### src/inc/accel_readout_map.svh
/*
 * Register offsets, field positions, reset values and sizes of the
 * sample and status readout. Assumes it is included by bare name.
 */
`ifndef ACCEL_READOUT_MAP_SVH
`define ACCEL_READOUT_MAP_SVH

// register offsets
`define ADDR_SAMPLE_STATUS 8'h00
`define ADDR_X_SAMPLE_HIGH 8'h01
`define ADDR_X_SAMPLE_LOW  8'h02
`define ADDR_Y_SAMPLE_HIGH 8'h03
`define ADDR_Y_SAMPLE_LOW  8'h04
`define ADDR_Z_SAMPLE_HIGH 8'h05
`define ADDR_Z_SAMPLE_LOW  8'h06
`define ADDR_FIFO_SETUP    8'h09
`define ADDR_CONTROL_ONE   8'h2a

// field positions
`define POS_ALL_OW         7
`define POS_Z_OW           6
`define POS_Y_OW           5
`define POS_X_OW           4
`define POS_ALL_DR         3
`define POS_Z_DR           2
`define POS_Y_DR           1
`define POS_X_DR           0
`define POS_FAST_READ      1
`define POS_FIFO_MODE_HI   7
`define POS_FIFO_MODE_LO   6

// widths and reset values
`define SAMPLE_W           14
`define AXES               3
`define STAGE_DEPTH        4
`define FIFO_MODE_OFF      2'h0
`define RESET_BYTE         8'h00
`define RESET_ADDR         8'h00

`endif

### src/inc/accel_readout_pkg.sv
/*
 * Types shared by the readout block and its sample staging buffer.
 * Assumes accel_readout_map.svh is on the include path.
 */
`include "accel_readout_map.svh"

package accel_readout_pkg;

    typedef logic [`SAMPLE_W-1:0] sample_t;

    // one conversion result as it travels through the staging buffer
    typedef struct packed {
        logic [`AXES-1:0]           axis_new;
        logic [`AXES-1:0][`SAMPLE_W-1:0] value;
    } conv_word_s;

    localparam int CONV_W = $bits(conv_word_s);

    // complete state of the readout block
    typedef struct packed {
        logic [`AXES-1:0][`SAMPLE_W-1:0] sample;
        logic [`AXES-1:0]           ready;
        logic [`AXES-1:0]           overwrite;
        logic [`AXES-1:0]           high_read;
        logic                       all_ready;
        logic                       all_overwrite;
        logic [7:0]                 ptr;
        logic [5:0]                 low_hold;
        logic                       low_armed;
        logic [1:0]                 armed_axis;
        logic [7:0]                 rd_data;
        logic                       rd_valid;
    } readout_state_s;

endpackage

### src/inc/sample_stream_if.sv
/*
 * Valid/ready stream carrying conversion words between modules.
 * Assumes a single clock shared by both ends.
 */
`timescale 1ns/1ps

interface sample_stream_if #(
    parameter int WIDTH = 8
);
    logic             valid;
    logic             ready;
    logic [WIDTH-1:0] data;

    modport src (output valid, output data, input ready);
    modport snk (input valid, input data, output ready);
endinterface

### src/design/accel_sample_status_readout.sv
/*
 * Latest three-axis sample and data status registers with burst
 * auto-increment, fast-read skip and low-byte latching.
 * Assumes the serial front end decodes start, address, byte reads and
 * stop, and that the long sample FIFO and its status live elsewhere.
 */
// Summary of operation
// - mode zero: address 0 returns data status
// - bit 7 sets when any axis overwritten
// - bit 7 clears after all active highs read
// - bits 6..4 set on per-axis overwrite
// - per-axis overwrite clears on its high read
// - bit 3 sets on any enabled new sample
// - bit 3 clears after all enabled highs read
// - 14-bit samples at 0x01..0x06, high first
// - high holds 13..6, low 5..0 shifted up two
// - nonzero mode shows long fifo head instead
// - status plus six bytes auto-increment in burst
// - fast read skips every low byte, in mode zero only
// - low byte readable only right after high
// - high read latches matching low byte
// - fifo off only when both mode bits zero
// - auto-increment only in burst; stop clears it
`timescale 1ns/1ps
`include "accel_readout_map.svh"

module accel_sample_status_readout (
    input  wire logic        ref_clk,
    input  wire logic        reset,
    input  wire logic        addr_load,
    input  wire logic [7:0]  addr_value,
    input  wire logic        rd_strobe,
    input  wire logic        stop_seen,
    output logic      [7:0]  rd_data,
    output logic             rd_valid,
    input  wire logic [1:0]  fifo_mode,
    input  wire logic        fast_read,
    input  wire logic [2:0]  axis_enable,
    input  wire logic        conv_valid,
    output logic             conv_ready,
    input  wire logic [2:0]  conv_axis,
    input  wire logic [13:0] conv_x,
    input  wire logic [13:0] conv_y,
    input  wire logic [13:0] conv_z,
    input  wire logic [13:0] head_x,
    input  wire logic [13:0] head_y,
    input  wire logic [13:0] head_z,
    input  wire logic [7:0]  fifo_status
);
    accel_readout_pkg::readout_state_s st;
    accel_readout_pkg::readout_state_s next_st;
    accel_readout_pkg::conv_word_s     in_word;
    accel_readout_pkg::conv_word_s     out_word;

    sample_stream_if #(.WIDTH(accel_readout_pkg::CONV_W)) to_stage ();
    sample_stream_if #(.WIDTH(accel_readout_pkg::CONV_W)) from_stage ();

    // conversion results wait in the staging buffer while reads run
    assign in_word.axis_new = conv_axis;
    assign in_word.value    = {conv_z, conv_y, conv_x};
    assign to_stage.valid   = conv_valid;
    assign to_stage.data    = in_word;
    assign conv_ready       = to_stage.ready;
    assign out_word         = from_stage.data;
    // a pending read wins; popping then would race the flag clear
    assign from_stage.ready = !rd_strobe;

    sample_stage_fifo #(
        .WIDTH (accel_readout_pkg::CONV_W),
        .DEPTH (`STAGE_DEPTH)
    ) u_stage (
        .ref_clk (ref_clk),
        .reset   (reset),
        .fill    (to_stage),
        .drain   (from_stage)
    );

    logic                           fifo_off;
    logic                           pop;
    logic [2:0]                     axis_new;
    logic [2:0]                     high_hit;
    logic [2:0]                     next_high_read;
    logic                           all_done;
    logic [7:0]                     eff_addr;
    logic [7:0]                     status_byte;
    logic [2:0][`SAMPLE_W-1:0]      src;
    logic [1:0]                     axis_sel;

    assign fifo_off = (fifo_mode == `FIFO_MODE_OFF);
    assign pop      = from_stage.valid && from_stage.ready;
    assign axis_new = pop ? (out_word.axis_new & axis_enable) : 3'h0;
    // a fresh address from the front end takes effect on the same byte
    assign eff_addr = addr_load ? addr_value : st.ptr;
    assign axis_sel = 2'((eff_addr - 8'h01) >> 1);

    // data source: live sample, or head of the long fifo
    always_comb begin
        if (fifo_off) begin
            src = st.sample;
        end else begin
            src = {head_z, head_y, head_x};
        end
    end

    // status byte layout
    always_comb begin
        status_byte = `RESET_BYTE;
        status_byte[`POS_ALL_OW] = st.all_overwrite;
        status_byte[`POS_Z_OW]   = st.overwrite[2];
        status_byte[`POS_Y_OW]   = st.overwrite[1];
        status_byte[`POS_X_OW]   = st.overwrite[0];
        status_byte[`POS_ALL_DR] = st.all_ready;
        status_byte[`POS_Z_DR]   = st.ready[2];
        status_byte[`POS_Y_DR]   = st.ready[1];
        status_byte[`POS_X_DR]   = st.ready[0];
    end

    // one bit per axis whose high byte is read this cycle
    always_comb begin
        high_hit = 3'h0;
        if (rd_strobe) begin
            high_hit[0] = (eff_addr == `ADDR_X_SAMPLE_HIGH);
            high_hit[1] = (eff_addr == `ADDR_Y_SAMPLE_HIGH);
            high_hit[2] = (eff_addr == `ADDR_Z_SAMPLE_HIGH);
        end
    end

    // a new sample re-opens its axis; a high read marks it retrieved
    assign next_high_read = (st.high_read | high_hit) & ~axis_new;
    assign all_done       = &(next_high_read | ~axis_enable);

    // next state
    always_comb begin
        next_st          = st;
        next_st.rd_valid = 1'b0;

        // sample capture and flag evaluation in one cycle
        for (int i = 0; i < `AXES; i++) begin
            if (axis_new[i]) begin
                next_st.sample[i] = out_word.value[i];
            end
            // set wins over the read that would clear
            next_st.ready[i]     = axis_new[i] ||
                                   (st.ready[i] && !high_hit[i]);
            next_st.overwrite[i] = (axis_new[i] && st.ready[i]) ||
                                   (st.overwrite[i] && !high_hit[i]);
        end
        next_st.high_read     = next_high_read;
        next_st.all_ready     = (|axis_new) ||
                                (st.all_ready && !all_done);
        next_st.all_overwrite = (|(axis_new & st.ready)) ||
                                (st.all_overwrite && !all_done);

        if (addr_load) begin
            next_st.ptr = addr_value;
        end

        // byte read from the current burst address
        if (rd_strobe) begin
            next_st.rd_valid  = 1'b1;
            next_st.rd_data   = `RESET_BYTE;
            next_st.low_armed = 1'b0;
            unique case (eff_addr)
                `ADDR_SAMPLE_STATUS: begin
                    next_st.rd_data = fifo_off ? status_byte : fifo_status;
                end
                `ADDR_X_SAMPLE_HIGH, `ADDR_Y_SAMPLE_HIGH, `ADDR_Z_SAMPLE_HIGH: begin
                    next_st.rd_data    = src[axis_sel][13:6];
                    next_st.low_hold   = src[axis_sel][5:0];
                    next_st.low_armed  = 1'b1;
                    next_st.armed_axis = axis_sel;
                end
                `ADDR_X_SAMPLE_LOW, `ADDR_Y_SAMPLE_LOW, `ADDR_Z_SAMPLE_LOW: begin
                    // random access to a low byte returns zero
                    if (st.low_armed && st.armed_axis == axis_sel) begin
                        next_st.rd_data = {st.low_hold, 2'h0};
                    end
                end
                default: begin
                    next_st.rd_data = `RESET_BYTE;
                end
            endcase
            // burst step; fast read hops over the low bytes when fifo_mode is zero
            if (fast_read && fifo_off &&
                (eff_addr == `ADDR_X_SAMPLE_HIGH ||
                 eff_addr == `ADDR_Y_SAMPLE_HIGH ||
                 eff_addr == `ADDR_Z_SAMPLE_HIGH)) begin
                next_st.ptr = eff_addr + 8'h02;
            end else begin
                next_st.ptr = eff_addr + 8'h01;
            end
        end

        // end of the burst forgets the stored address
        if (stop_seen) begin
            next_st.ptr = `RESET_ADDR;
        end
    end

    always_ff @(posedge ref_clk) begin
        if (reset) begin
            st <= '0;
        end else begin
            st <= next_st;
        end
    end

    assign rd_data  = st.rd_data;
    assign rd_valid = st.rd_valid;
endmodule

### src/design/sample_stage_fifo.sv
/*
 * Small staging FIFO for conversion words, width and depth set by
 * parameters. Assumes one clock and a synchronous active-high reset.
 */
`timescale 1ns/1ps

module sample_stage_fifo #(
    parameter int WIDTH = 8,
    parameter int DEPTH = 4
) (
    input  wire logic       ref_clk,
    input  wire logic       reset,
    sample_stream_if.snk    fill,
    sample_stream_if.src    drain
);
    localparam int AW = $clog2(DEPTH);

    typedef struct packed {
        logic [DEPTH-1:0][WIDTH-1:0] mem;
        logic [AW:0]                 wr;
        logic [AW:0]                 rd;
    } fifo_state_s;

    fifo_state_s st;
    fifo_state_s next_st;
    logic [AW:0] used;
    logic        push;
    logic        pop;

    // pointers carry one extra bit so full and empty differ
    assign used        = st.wr - st.rd;
    assign fill.ready  = (used != (AW+1)'(DEPTH));
    assign drain.valid = (used != '0);
    assign drain.data  = st.mem[st.rd[AW-1:0]];
    assign push        = fill.valid && fill.ready;
    assign pop         = drain.valid && drain.ready;

    // next state
    always_comb begin
        next_st = st;
        if (push) begin
            next_st.mem[st.wr[AW-1:0]] = fill.data;
            next_st.wr = st.wr + 1'b1;
        end
        if (pop) begin
            next_st.rd = st.rd + 1'b1;
        end
    end

    always_ff @(posedge ref_clk) begin
        if (reset) begin
            st <= '0;
        end else begin
            st <= next_st;
        end
    end
endmodule

### config.mk
export PLATFORM = sky130hd
export DESIGN_NAME = accel_sample_status_readout
export DESIGN_NICKNAME = d
export VERILOG_FILES = /design/src/inc/accel_readout_pkg.sv /design/src/inc/sample_stream_if.sv /design/src/design/accel_sample_status_readout.sv /design/src/design/sample_stage_fifo.sv
export VERILOG_INCLUDE_DIRS = /design/src /design/src/inc
export SDC_FILE = /design/constraint.sdc
export NUM_CORES = 1
export LEC_CHECK = 0
export ABC_AREA = 1
export BUFFER_PORTS_ARGS = -buffer_cell sky130_fd_sc_hd__buf_2
export CAP_MARGIN = 30
export CORE_ASPECT_RATIO = 0.9
export CORE_MARGIN = 3
export CORE_UTILIZATION = 59
export CTS_CLUSTER_SIZE = 40
export DETAILED_ROUTE_END_ITERATION = 7
export GPL_TIMING_DRIVEN = 0
export PLACE_DENSITY = 0.89
export SLEW_MARGIN = 20
export SYNTH_ARGS = -nofsm -noshare
export SYNTH_HDL_FRONTEND = slang
export SYNTH_SLANG_ARGS = --single-unit
### constraint.sdc
create_clock -name ref_clk -period 2.9 [get_ports ref_clk]
set_input_delay 0.58 -clock ref_clk [delete_from_list [all_inputs] [get_ports ref_clk]]
set_output_delay 0.58 -clock ref_clk [all_outputs]
set_load 0.05 [all_outputs]
Word-level counts from Yosys, hierarchy flattened
Index checks and enable logic that the tools add are counted.
{"block": "op_classes", "addsub": 6, "shift": 0, "magnitude_cmp": 4, "n_eq_ne": 8, "n_reduce_logical": 42, "mux": 17, "n_bitwise": 7, "n_mul": 0, "div_mod_pow": 0}
{"operator": "180-bit bitwise mux", "count": 1}
{"operator": "45-bit binary-select mux with 2-bit select", "count": 1}
{"operator": "45-bit demux with 2-bit select", "count": 1}
{"operator": "45-bit 2-to-1 mux", "count": 2}
{"operator": "42-bit 2-to-1 mux", "count": 1}
{"operator": "8-bit 2-to-1 mux", "count": 4}
{"operator": "14-bit binary-select mux with 2-bit select", "count": 1}
{"operator": "26-bit 2-to-1 mux", "count": 1}
{"operator": "8-bit by 3-bit equality test with 1-bit output (second input constant)", "count": 3}
{"operator": "8-bit case mux with 3 select lines", "count": 1}
{"operator": "1-bit logical AND", "count": 17}
{"operator": "8-bit by 2-bit equality test with 1-bit output (second input constant)", "count": 2}
{"operator": "14-bit 2-to-1 mux", "count": 1}
{"operator": "3-bit OR reduction", "count": 4}
{"operator": "1-bit logical OR", "count": 10}
{"operator": "3-bit bitwise AND", "count": 3}
{"operator": "2-bit by 3-bit < comparator with 1-bit output (second input constant)", "count": 3}
{"operator": "9-bit 2-to-1 mux", "count": 1}
{"operator": "8-bit by 1-bit adder with 8-bit output (second input constant)", "count": 1}
{"operator": "8-bit by 2-bit adder with 8-bit output (second input constant)", "count": 1}
{"operator": "8-bit by 1-bit equality test with 1-bit output (second input constant)", "count": 1}
{"operator": "8-bit logical NOT", "count": 1}
{"operator": "3-bit by 1-bit adder with 3-bit output (second input constant)", "count": 2}
{"operator": "3-bit 2-to-1 mux", "count": 2}
{"operator": "13 further kinds", "count": 19}
{"block": "word_totals", "romBits": 0, "input_bits": 115, "memories": 0, "reg_bits": 265, "output_inout_bits": 10, "ram_bits": 0, "wordCells": 104, "latch_bits": 0}

Longest topological paths before layout
Gate-level depths: netlist of the first run.
{"block": "depth", "depth_word": 11, "mapped_depth": 17, "ltp_nobuf": 14}

Modules after synthesis
From an unflattened synthesis of the first run, not the netlist that was laid out.
{"block": "hier_totals", "cells_unflattened": 2394, "area_unflattened_um2": 14880.5}
{"module": "sample_stage_fifo", "area_per_inst_um2": 10452.5, "cells_each": 1722, "n_inst": 1}
{"module": "accel_sample_status_readout", "area_per_inst_um2": 4428.0, "cells_each": 672, "n_inst": 1}

Least setup slack after synthesis of the first run
OpenSTA, ideal clock, no wires.
{"block": "synth_path", "path_type": "input to register", "startpoint": "input addr_load", "endpoint": "register st[14] in the netlist's numbering", "setup_time_ns": 0.070, "path_stages": 11, "arrival_time_ns": 2.441, "path_slack_ns": 0.389, "path_cell_list": "buf_6 > o21ai_0 > ha_1 > buf_2 > inv_2 > buf_2 > buf_2 > o21ai_0 > o22ai_1 > a21oi_1 > a21oi_1"}
{"block": "synth_via", "elab_chain_cells": 4, "word_cells_on_any_way": 9, "classes_between": "add/sub (1); eq/ne (3); mux (3); reduce/logical (2)"}
{"element": "from (decl)", "line": "accel_sample_status_readout.sv:30", "source": "input wire logic addr_load,"}
{"element": "8-bit 2-to-1 mux (*)"}
{"element": "3-bit by 1-bit subtractor with 3-bit output (tied with other cells)", "line": "accel_sample_status_readout.sv:94", "source": "assign axis_sel = 2'((eff_addr - 8'h01) >> 1);"}
{"element": "14-bit binary-select mux with 2-bit select or 3-bit OR reduction (tied branches)", "line": "accel_sample_status_readout.sv:169, accel_sample_status_readout.sv:163"}
{"element": "14-bit 2-to-1 mux (implied by the code) or 2-bit AND reduction (tied branches)"}
{"element": "to (signal assigned)", "line": "accel_sample_status_readout.sv:204", "source": "st <= next_st;"}
{"element": "to (decl)", "line": "accel_sample_status_readout.sv:50", "source": "accel_readout_pkg::readout_state_s st;"}
Mark *: on every way between the ends. The rest lies on a longest branch, timed or not. The select of a mux whose other input is x is not followed.
A chain may end at the register's enable or synchronous reset.

Final worst setup path of the first run
{"block": "layout_path", "startpoint": "register u_stage.st[1] in the netlist's numbering", "endpoint": "output conv_ready"}
{"block": "layout_via", "elab_chain_cells": 2}
{"element": "from (decl)", "line": "sample_stage_fifo.sv:24", "source": "fifo_state_s st;"}
{"element": "from (signal assigned)", "line": "sample_stage_fifo.sv:54", "source": "st <= next_st;"}
{"element": "3-bit subtractor", "line": "sample_stage_fifo.sv:31", "source": "assign used = st.wr - st.rd;"}
{"element": "3-bit inequality test", "line": "sample_stage_fifo.sv:32", "source": "assign fill.ready = (used != (AW+1)'(DEPTH));"}
{"element": "to (decl)", "line": "accel_sample_status_readout.sv:40", "source": "output logic conv_ready,"}
No other way between the ends.

==> metrics, run 1 <==
drt wl/cell roughly 19 µm; full die area about 0.023 mm²; global placement routability congestion 1.022; number of placement rows slightly below 50; count of mapped cells out of synthesis 1,706; number of max-capacitance violations reported 0; number of H-tree levels 1; syn_nets 1,834; clock-pin slew on the worst setup and hold paths approximately 0.060 ns; die height 143.0 µm; data required time of the worst path 2.32 ns; vias after detailed routing approximately 13,000; global-route wire length before repair 63.09 mm; gr ovfl total 0; most used cells in the layout excluding fill and tap cells 285 x sky130_fd_sc_hd__a21oi_1, 265 x sky130_fd_sc_hd__nand2_1, 265 x sky130_fd_sc_hd__dfxtp_1; area growth from synthesis to layout 16.15%; cell at the root of the clock tree sky130_fd_sc_hd__clkbuf_16; biggest fanout along the worst timing path 10; number of flops mapped to enable cells by yosys 0; post-route standard cell area excluding fillers ~0.014 mm²; critical path class reg -> out; total chip power 13.30 mW; Total Nets Final a little under 2,000; synthesized area divided by synthesized cell count around 7 µm²; Post-CTS Hold Fix Bufs 0; proportion of register bits with asynchronous set or reset after synthesis 0; number of antenna violations at the first check in global routing 1; Worst EP arrival 2.22 ns; number of clock buffers inserted by TritonCTS 27; worst setup slack after placement -0.2863 ns; count of yosys warnings during synthesis 0; iteration count of the initial detailed-routing pass 6; Hold Fails Final Rpt 0; Final Skew roughly 0.0086 ns; buffers from clock root to sink, at most 3; Seq cells post-synth 265; Total GRT Usage 0.3510; worst min-delay path class in -> reg; # DRC 0; result of the run finished clean; LEAKAGE 5.555 nW; number of different library cells in the post-synthesis netlist 34; Cells on Worst Hold Path 3; final worst path period share 0.9640; TritonCTS clock tree yes; launch point of the worst path u_stage.st[1]$_SDFFE_PP0N_; final setup violation count 0; Detail Route Antenna Nets 0; Initial DRC Count between 1,500 and 2,000; post-synthesis cell type with the largest combined area sky130_fd_sc_hd__dfxtp_1; startpoint of the lowest-slack register-to-register path u_stage.st[1]$_SDFFE_PP0N_; number of ports placed on the die boundary 125; largest voltage drop on the vdd net around 0.00057 V; maximum clock frequency around 360 MHz; DIE WIDTH between 150 and 200 µm; clock latency on the worst-skew pair roughly 0.54 ns; max-slew violations 0; final HPWL from detailed placement 29.51 mm; cells taking the most area after synthesis sky130_fd_sc_hd__dfxtp_1 43%, sky130_fd_sc_hd__a21oi_1 12%, sky130_fd_sc_hd__o21ai_0 9.5%; top flip-flop cell by instance count after synthesis sky130_fd_sc_hd__dfxtp_1; Via-to-Cell Ratio 6.143; worst reg-to-reg path cell count 16; Worst Setup Start Kind flop; count of filler cells inserted in the layout 1,591; worst slew margin relative to its limit 0.4241; top cell type's share of synthesized area 0.4314; power per standard cell area 931.2 mW/mm²; largest net degree at the start of global routing 15; part of the Yosys area used for sequential elements 0.4314; count of buffers from port buffering 123; number of clock sinks 265; post-synthesis instance area 0.01230 mm²; commonest non-fill, non-tap cell in the layout sky130_fd_sc_hd__a21oi_1; hold_sp conv_y[4]; shortest period the worst path allows approximately 2.8 ns; post-placement cell area 0.01323 mm²; layout cell share with drive strength beyond 1 0.1511; Detailed Route WL 41.19 mm; slew at the pin closest to its max-slew limit 0.8638 ns; placeable core area 0.02023 mm²; number of global-route vias before repair 12,180; Critical Path Sink Type output pin; post-route worst setup slack around 0.10 ns; effective utilization at floorplan 0.6078
power by group:
part | internal [mW] | switching (mW) | leakage, nW | total [mW]
registers | 4.32 | 0.395 | 2.15 | 4.71
clock network | 2.49 | 1.48 | 0.515 | 3.97
logic | 1.38 | 3.23 | 2.89 | 4.61
total | 8.19 | 5.11 | 5.56 | 13.3
critical path, cell delays in order (launching register included):
cell                      delay, ns
sky130_fd_sc_hd__dfxtp_1       0.38
sky130_fd_sc_hd__buf_6         0.16
sky130_fd_sc_hd__inv_1         0.07
sky130_fd_sc_hd__buf_4         0.18
sky130_fd_sc_hd__ha_1          0.31
sky130_fd_sc_hd__nand2_1       0.06
sky130_fd_sc_hd__nand2_1       0.09
sky130_fd_sc_hd__inv_1         0.04
sky130_fd_sc_hd__nand2_1       0.07
sky130_fd_sc_hd__nand2_1       0.06
sky130_fd_sc_hd__nand2_2       0.09
sky130_fd_sc_hd__buf_6         0.17
kinds of logic after synthesis:
kind of cell,after synthesis,synth area share
AO/OA/AOI/OAI,623,0.2681
XOR/XNOR,4,0.002849
adder cells (fa/ha/maj),13,0.01323
buffers and inverters,312,0.1100
flip-flops,265,0.4314
AND/OR/NAND/NOR,489,0.1744
repair_timing:
item / in CTS / in global routing
pin swaps: 0 / 0
gates resized for setup: 1 / 9
endpoints found under the setup margin: 1 / 63
hold endpoints to repair: 0 / 0
setup buffers: 0 / 0
cell usage after synthesis (2+ instances only):
| library cell | instances |
|---|---|
| sky130_fd_sc_hd__buf_1 | 6 |
| sky130_fd_sc_hd__nand2_4 | 5 |
| sky130_fd_sc_hd__o211ai_1 | 41 |
| sky130_fd_sc_hd__nor4_1 | 6 |
| sky130_fd_sc_hd__buf_2 | 34 |
| sky130_fd_sc_hd__buf_6 | 5 |
| sky130_fd_sc_hd__dfxtp_1 | 265 |
| sky130_fd_sc_hd__ha_1 | 13 |
| sky130_fd_sc_hd__clkbuf_1 | 74 |
| sky130_fd_sc_hd__o21ai_2 | 3 |
| sky130_fd_sc_hd__buf_4 | 26 |
| sky130_fd_sc_hd__o21ai_0 | 233 |
| sky130_fd_sc_hd__or2_2 | 3 |
| sky130_fd_sc_hd__nor2_4 | 2 |
| sky130_fd_sc_hd__inv_1 | 157 |
| sky130_fd_sc_hd__nand3_1 | 123 |
| sky130_fd_sc_hd__nor2_2 | 5 |
| sky130_fd_sc_hd__nand4_1 | 3 |
| sky130_fd_sc_hd__nand2_1 | 266 |
| sky130_fd_sc_hd__inv_2 | 7 |
| sky130_fd_sc_hd__a31oi_1 | 42 |
| sky130_fd_sc_hd__nor2_1 | 56 |
| sky130_fd_sc_hd__o22ai_1 | 6 |
| sky130_fd_sc_hd__xor2_1 | 4 |
| sky130_fd_sc_hd__nor3_1 | 3 |
| sky130_fd_sc_hd__o21ai_1 | 11 |
| sky130_fd_sc_hd__nand2_2 | 16 |
| sky130_fd_sc_hd__a21oi_1 | 285 |
state kept, by name, indices dropped and copies added (netlist names):
signal,flops
rd_data,8
u_stage.st,186
st,70
rd_valid,1
metrics by stage:
stage | utilization | instances | hold slack, ns | TNS [ns]
2_1_floorplan | - | 1706 | 0.4292 | 0
3_3_place_gp | 0.6540 | 2084 | 0.4397 | -2.203
3_5_place_dp | 0.6540 | 2084 | 0.4445 | -3.055
4_1_cts | 0.7051 | 2134 | 0.3268 | 0
5_1_grt | 0.7058 | 2134 | 0.3377 | -0.001871
6_report | 0.7059 | 2135 | 0.3375 | 0
final timing paths:
path,to,slack (ns)
max,conv_ready,0.10
min reg2reg,u_stage.st[89]$_SDFFE_PP0P_,0.45
max reg2reg,u_stage.st[156]$_SDFFE_PP0P_,0.17
min,u_stage.st[114]$_SDFFE_PP0P_,0.34
metal layers:
layer | track usage | wire length (µm) | up-vias
li1 | - | - | 6040
met1 | 0.4527 | 15640 | 6014
met2 | 0.5497 | 17970 | 891
met3 | 0.1030 | 5562 | 171
met4 | 0.1521 | 2016 | 0
met5 | 0 | 0 | -
area by class of cell:
cell class	count	area [µm²]	share of cell area
Tap cell	255	319.1	0.02234
Clock inverter	12	214.0	0.01498
Antenna cell	1	2.502	0.0001752
Timing Repair Buffer	123	621.8	0.04354
Buffer	145	730.7	0.05116
Multi-Input combinational cell	1129	5642	0.3950
Sequential cell	265	5305	0.3714
Inverter	167	630.6	0.04415
Clock buffer	38	817.0	0.05721
Power figures use the tool's default switching activity.
==> run 2: changes to the inputs <==
--- a/config.mk
+++ b/config.mk
@@ -9,7 +9,7 @@
 export ABC_AREA = 1
 export BUFFER_PORTS_ARGS = -buffer_cell sky130_fd_sc_hd__buf_2
 export CAP_MARGIN = 30
-export CORE_ASPECT_RATIO = 0.9
+export CORE_ASPECT_RATIO = 1.75
 export CORE_MARGIN = 3
 export CORE_UTILIZATION = 59
 export CTS_CLUSTER_SIZE = 40
==> constraint.sdc (replaced) <==
create_clock -name ref_clk -period 2.9 [get_ports ref_clk]
set_input_delay 0.29 -clock ref_clk [delete_from_list [all_inputs] [get_ports ref_clk]]
set_output_delay 0.29 -clock ref_clk [all_outputs]
set_load 0.05 [all_outputs]
==> metrics, run 2 (synthesis results as in run 1) <==
full die area 0.02268 mm² (+0.29%); # DRC 0 (unchanged); count of buffers added by post-CTS timing repair for setup 0 (unchanged); commonest non-fill, non-tap cell in the layout sky130_fd_sc_hd__a21oi_1; slew at the pin closest to its max-slew limit 0.8164 ns (-0.04745 ns); final setup violation count 0 (unchanged); effective utilization at floorplan 0.6035 (-0.004255); buffers from clock root to sink, at most 3 (unchanged); Finished Core Util 0.6949 (-0.01102); Worst Setup Start Kind flop; area growth from synthesis to layout 15.14%; maximum clock frequency 367.1 MHz (+2.6%); count of filler cells inserted in the layout 1,768 (+11%); cell with the largest stage delay on the worst path sky130_fd_sc_hd__o21ai_0; result of the run finished clean; global-route wire length before repair 64.89 mm (+2.9%); flip-flop count of the largest register, all copies and words added 186 (unchanged); stage delay of the slowest cell on the critical path 0.53 ns (+0.15 ns); number of antenna violations at the first check in global routing 1 (unchanged); Worst EP arrival 3.20 ns (+0.98 ns); Cells on Worst Hold Path 3 (unchanged); register ranked first by flip-flop count u_stage.st; global placement routability congestion 0.9947 (-2.7%); startpoint of the lowest-slack register-to-register path st[19]$_SDFF_PP0_; minimum setup slack among reg-to-reg paths 0.18 ns (about the same); iteration count of the initial detailed-routing pass 6 (unchanged); number of global-route vias before repair 12,280 (+0.86%); power per standard cell area 919.3 mW/mm² (-1.3%); met3 Use GR 0.05591 (-0.04712); number of max-capacitance violations reported 0 (unchanged); Detail Route Antenna Nets 0 (unchanged); largest voltage drop on the vdd net 0.0006579 V (+16%); most used cells in the layout excluding fill and tap cells 285 x sky130_fd_sc_hd__a21oi_1, 265 x sky130_fd_sc_hd__nand2_1, 265 x sky130_fd_sc_hd__dfxtp_1; Via-to-Cell Ratio 5.997 (-2.4%); Hold Fails Final Rpt 0 (unchanged); met1 usage 0.3711 (-0.08167); total placed cells including tap cells 2,077 (-0.34%); final HPWL from detailed placement 32.34 mm (+9.6%); Final Skew 0.008715 ns (+0.0001527 ns); drt wl/cell 20.27 µm (+5.1%); RSZ-0062 raised after global routing false; clock-pin slew on the worst setup and hold paths 0.07 ns (about the same); non-filler cells, final 2,124 (-0.52%); max-slew violations 0 (unchanged); Total Nets Final 1,984 (-0.10%); worst reg-to-reg path cell count 10 (-6); LEAKAGE 5.502 nW (-0.96%); endpoint with the worst hold slack u_stage.st[24]$_SDFFE_PP0P_; placeable core area 0.02037 mm² (+0.70%); cell at the root of the clock tree sky130_fd_sc_hd__clkbuf_16; FF/Latch Area 0.005305 mm² (unchanged); number of clock sinks 265 (unchanged); final worst path period share 0.9394 (-0.02460); TritonCTS clock tree yes; Initial DRC Count 1,182 (-33%); worst reg2reg path endpoint st[14]$_SDFFE_PP0P_; clock latency on the worst-skew pair 0.54 ns (about the same); gr ovfl total 0 (unchanged); biggest fanout along the worst timing path 10 (unchanged); Detailed Route WL 43.05 mm (+4.5%); ordered cell list for the critical path o21ai_0 -> ha_1 -> buf_2 -> inv_2 -> buf_2 -> buf_2 -> o21ai_0 -> o22ai_1 -> a21oi_1 -> a21oi_1; number of H-tree levels 1 (unchanged); number of placement rows 69 (+41%); data required time of the worst path 3.37 ns (+1.05 ns); critical path class reg -> reg; vias after detailed routing 12,740 (-2.9%); hold_sp conv_y[4]; number of ports placed on the die boundary 125 (unchanged); area used by multi-input combinational logic 0.005642 mm² (unchanged); most numerous cell on the critical path sky130_fd_sc_hd__buf_2; largest net degree at the start of global routing 16 (+1); layout cell share with drive strength beyond 1 0.1515 (+0.0003224); Critical Path Sink Type flop; worst min-delay path class in -> reg; most used routing layer met2; DIE WIDTH 115.1 µm (-27%); worst slew margin relative to its limit 0.4557 (+0.03163); count of buffers from port buffering 123 (unchanged); global-route met2 utilization 0.6613 (+0.1116); number of clock buffers inserted by TritonCTS 25 (-7.4%); die height 197.0 µm (+38%); Total GRT Usage 0.3676 (+0.01654); total chip power 13.02 mW (-2.1%); shortest period the worst path allows 2.724 ns (-0.07133 ns)
-- run 2: cell types whose count changed in the layout (fill, tap and decap cells not counted), sizes merged --
| cell | before | now |
|---|---|---|
| buf | 194 | 193 |
| clkbuf | 112 | 107 |
| clkinv | 7 | 6 |
| inv | 166 | 167 |
| clkinvlp | 0 | 2 |
-- run 2: layer usage --
metal | part of all wire | up-vias | routed length [µm]
met2 | 0.50 | 696 | 21670
met1 | 0.34 | 5801 | 14440
li1 | - | 6034 | -
met4 | 0.089 | 0 | 3845
met3 | 0.072 | 207 | 3093
met5 | 0 | - | 0
-- run 2: critical path, delay by kind of cell, from the launching register on --
family,cells,cell delay (ns)
compound gates,5,1.13
fa+ha+maj,1,0.34
buf+inv,4,0.89
flops,1,0.29
-- run 2: where the power goes --
part,switching (mW),leakage (nW),internal [mW]
sequential,0.363,2.15,4.31
clock,1.49,0.446,2.21
combinational,3.27,2.90,1.37
-- run 2: per-stage QoR --
step | instance area, µm² | TNS, ns | worst slack (ns) | hold WS [ns]
after global routing | 14160 | 0 | 0.004430 | 0.05958
final | 14160 | 0 | 0.1757 | 0.05186
after global placement | 13220 | -0.02127 | -0.02127 | 0.4386
after floorplan | 12300 | 0 | 0.5633 | 0.4292
after detailed placement | 13220 | -0.01674 | -0.01674 | 0.4431
after CTS | 14140 | 0 | 0.1402 | 0.04778
-- run 2: layout make-up --
| class | instances | share of cell area |
|---|---|---|
| multi-input combinational | 1129 | 0.3985 |
| clock inverter | 14 | 0.01661 |
| antenna | 1 | 0.0001767 |
| tap | 248 | 0.02192 |
| timing repair buffer | 123 | 0.04348 |
| buffer | 145 | 0.05196 |
| sequential | 265 | 0.3747 |
| clock buffer | 32 | 0.04816 |
| inverter | 167 | 0.04454 |
-- run 2: worst max-delay path by stage --
stage	start	to	slack, ns	cells past startpoint
final	st[19]$_SDFF_PP0_	st[14]$_SDFFE_PP0P_	0.18	10
after global routing	u_stage.st[1]$_SDFFE_PP0N_	st[27]$_SDFF_PP0_	0.004	13
after CTS	u_stage.st[1]$_SDFFE_PP0N_	u_stage.st[87]$_SDFFE_PP0P_	0.14	15
after floorplan	u_stage.st[1]$_SDFFE_PP0N_	u_stage.st[182]$_SDFFE_PP0P_	0.56	16
after global placement	addr_load	st[14]$_SDFFE_PP0P_	-0.02	12
after detailed placement	addr_load	st[14]$_SDFFE_PP0P_	-0.02	12
-- run 2: what timing repair did --
item,4_1_cts,5_1_grt
setup endpoints to repair,0,60
hold buffers,0,0
gates resized for setup,0,20
hold endpoints to repair,0,0
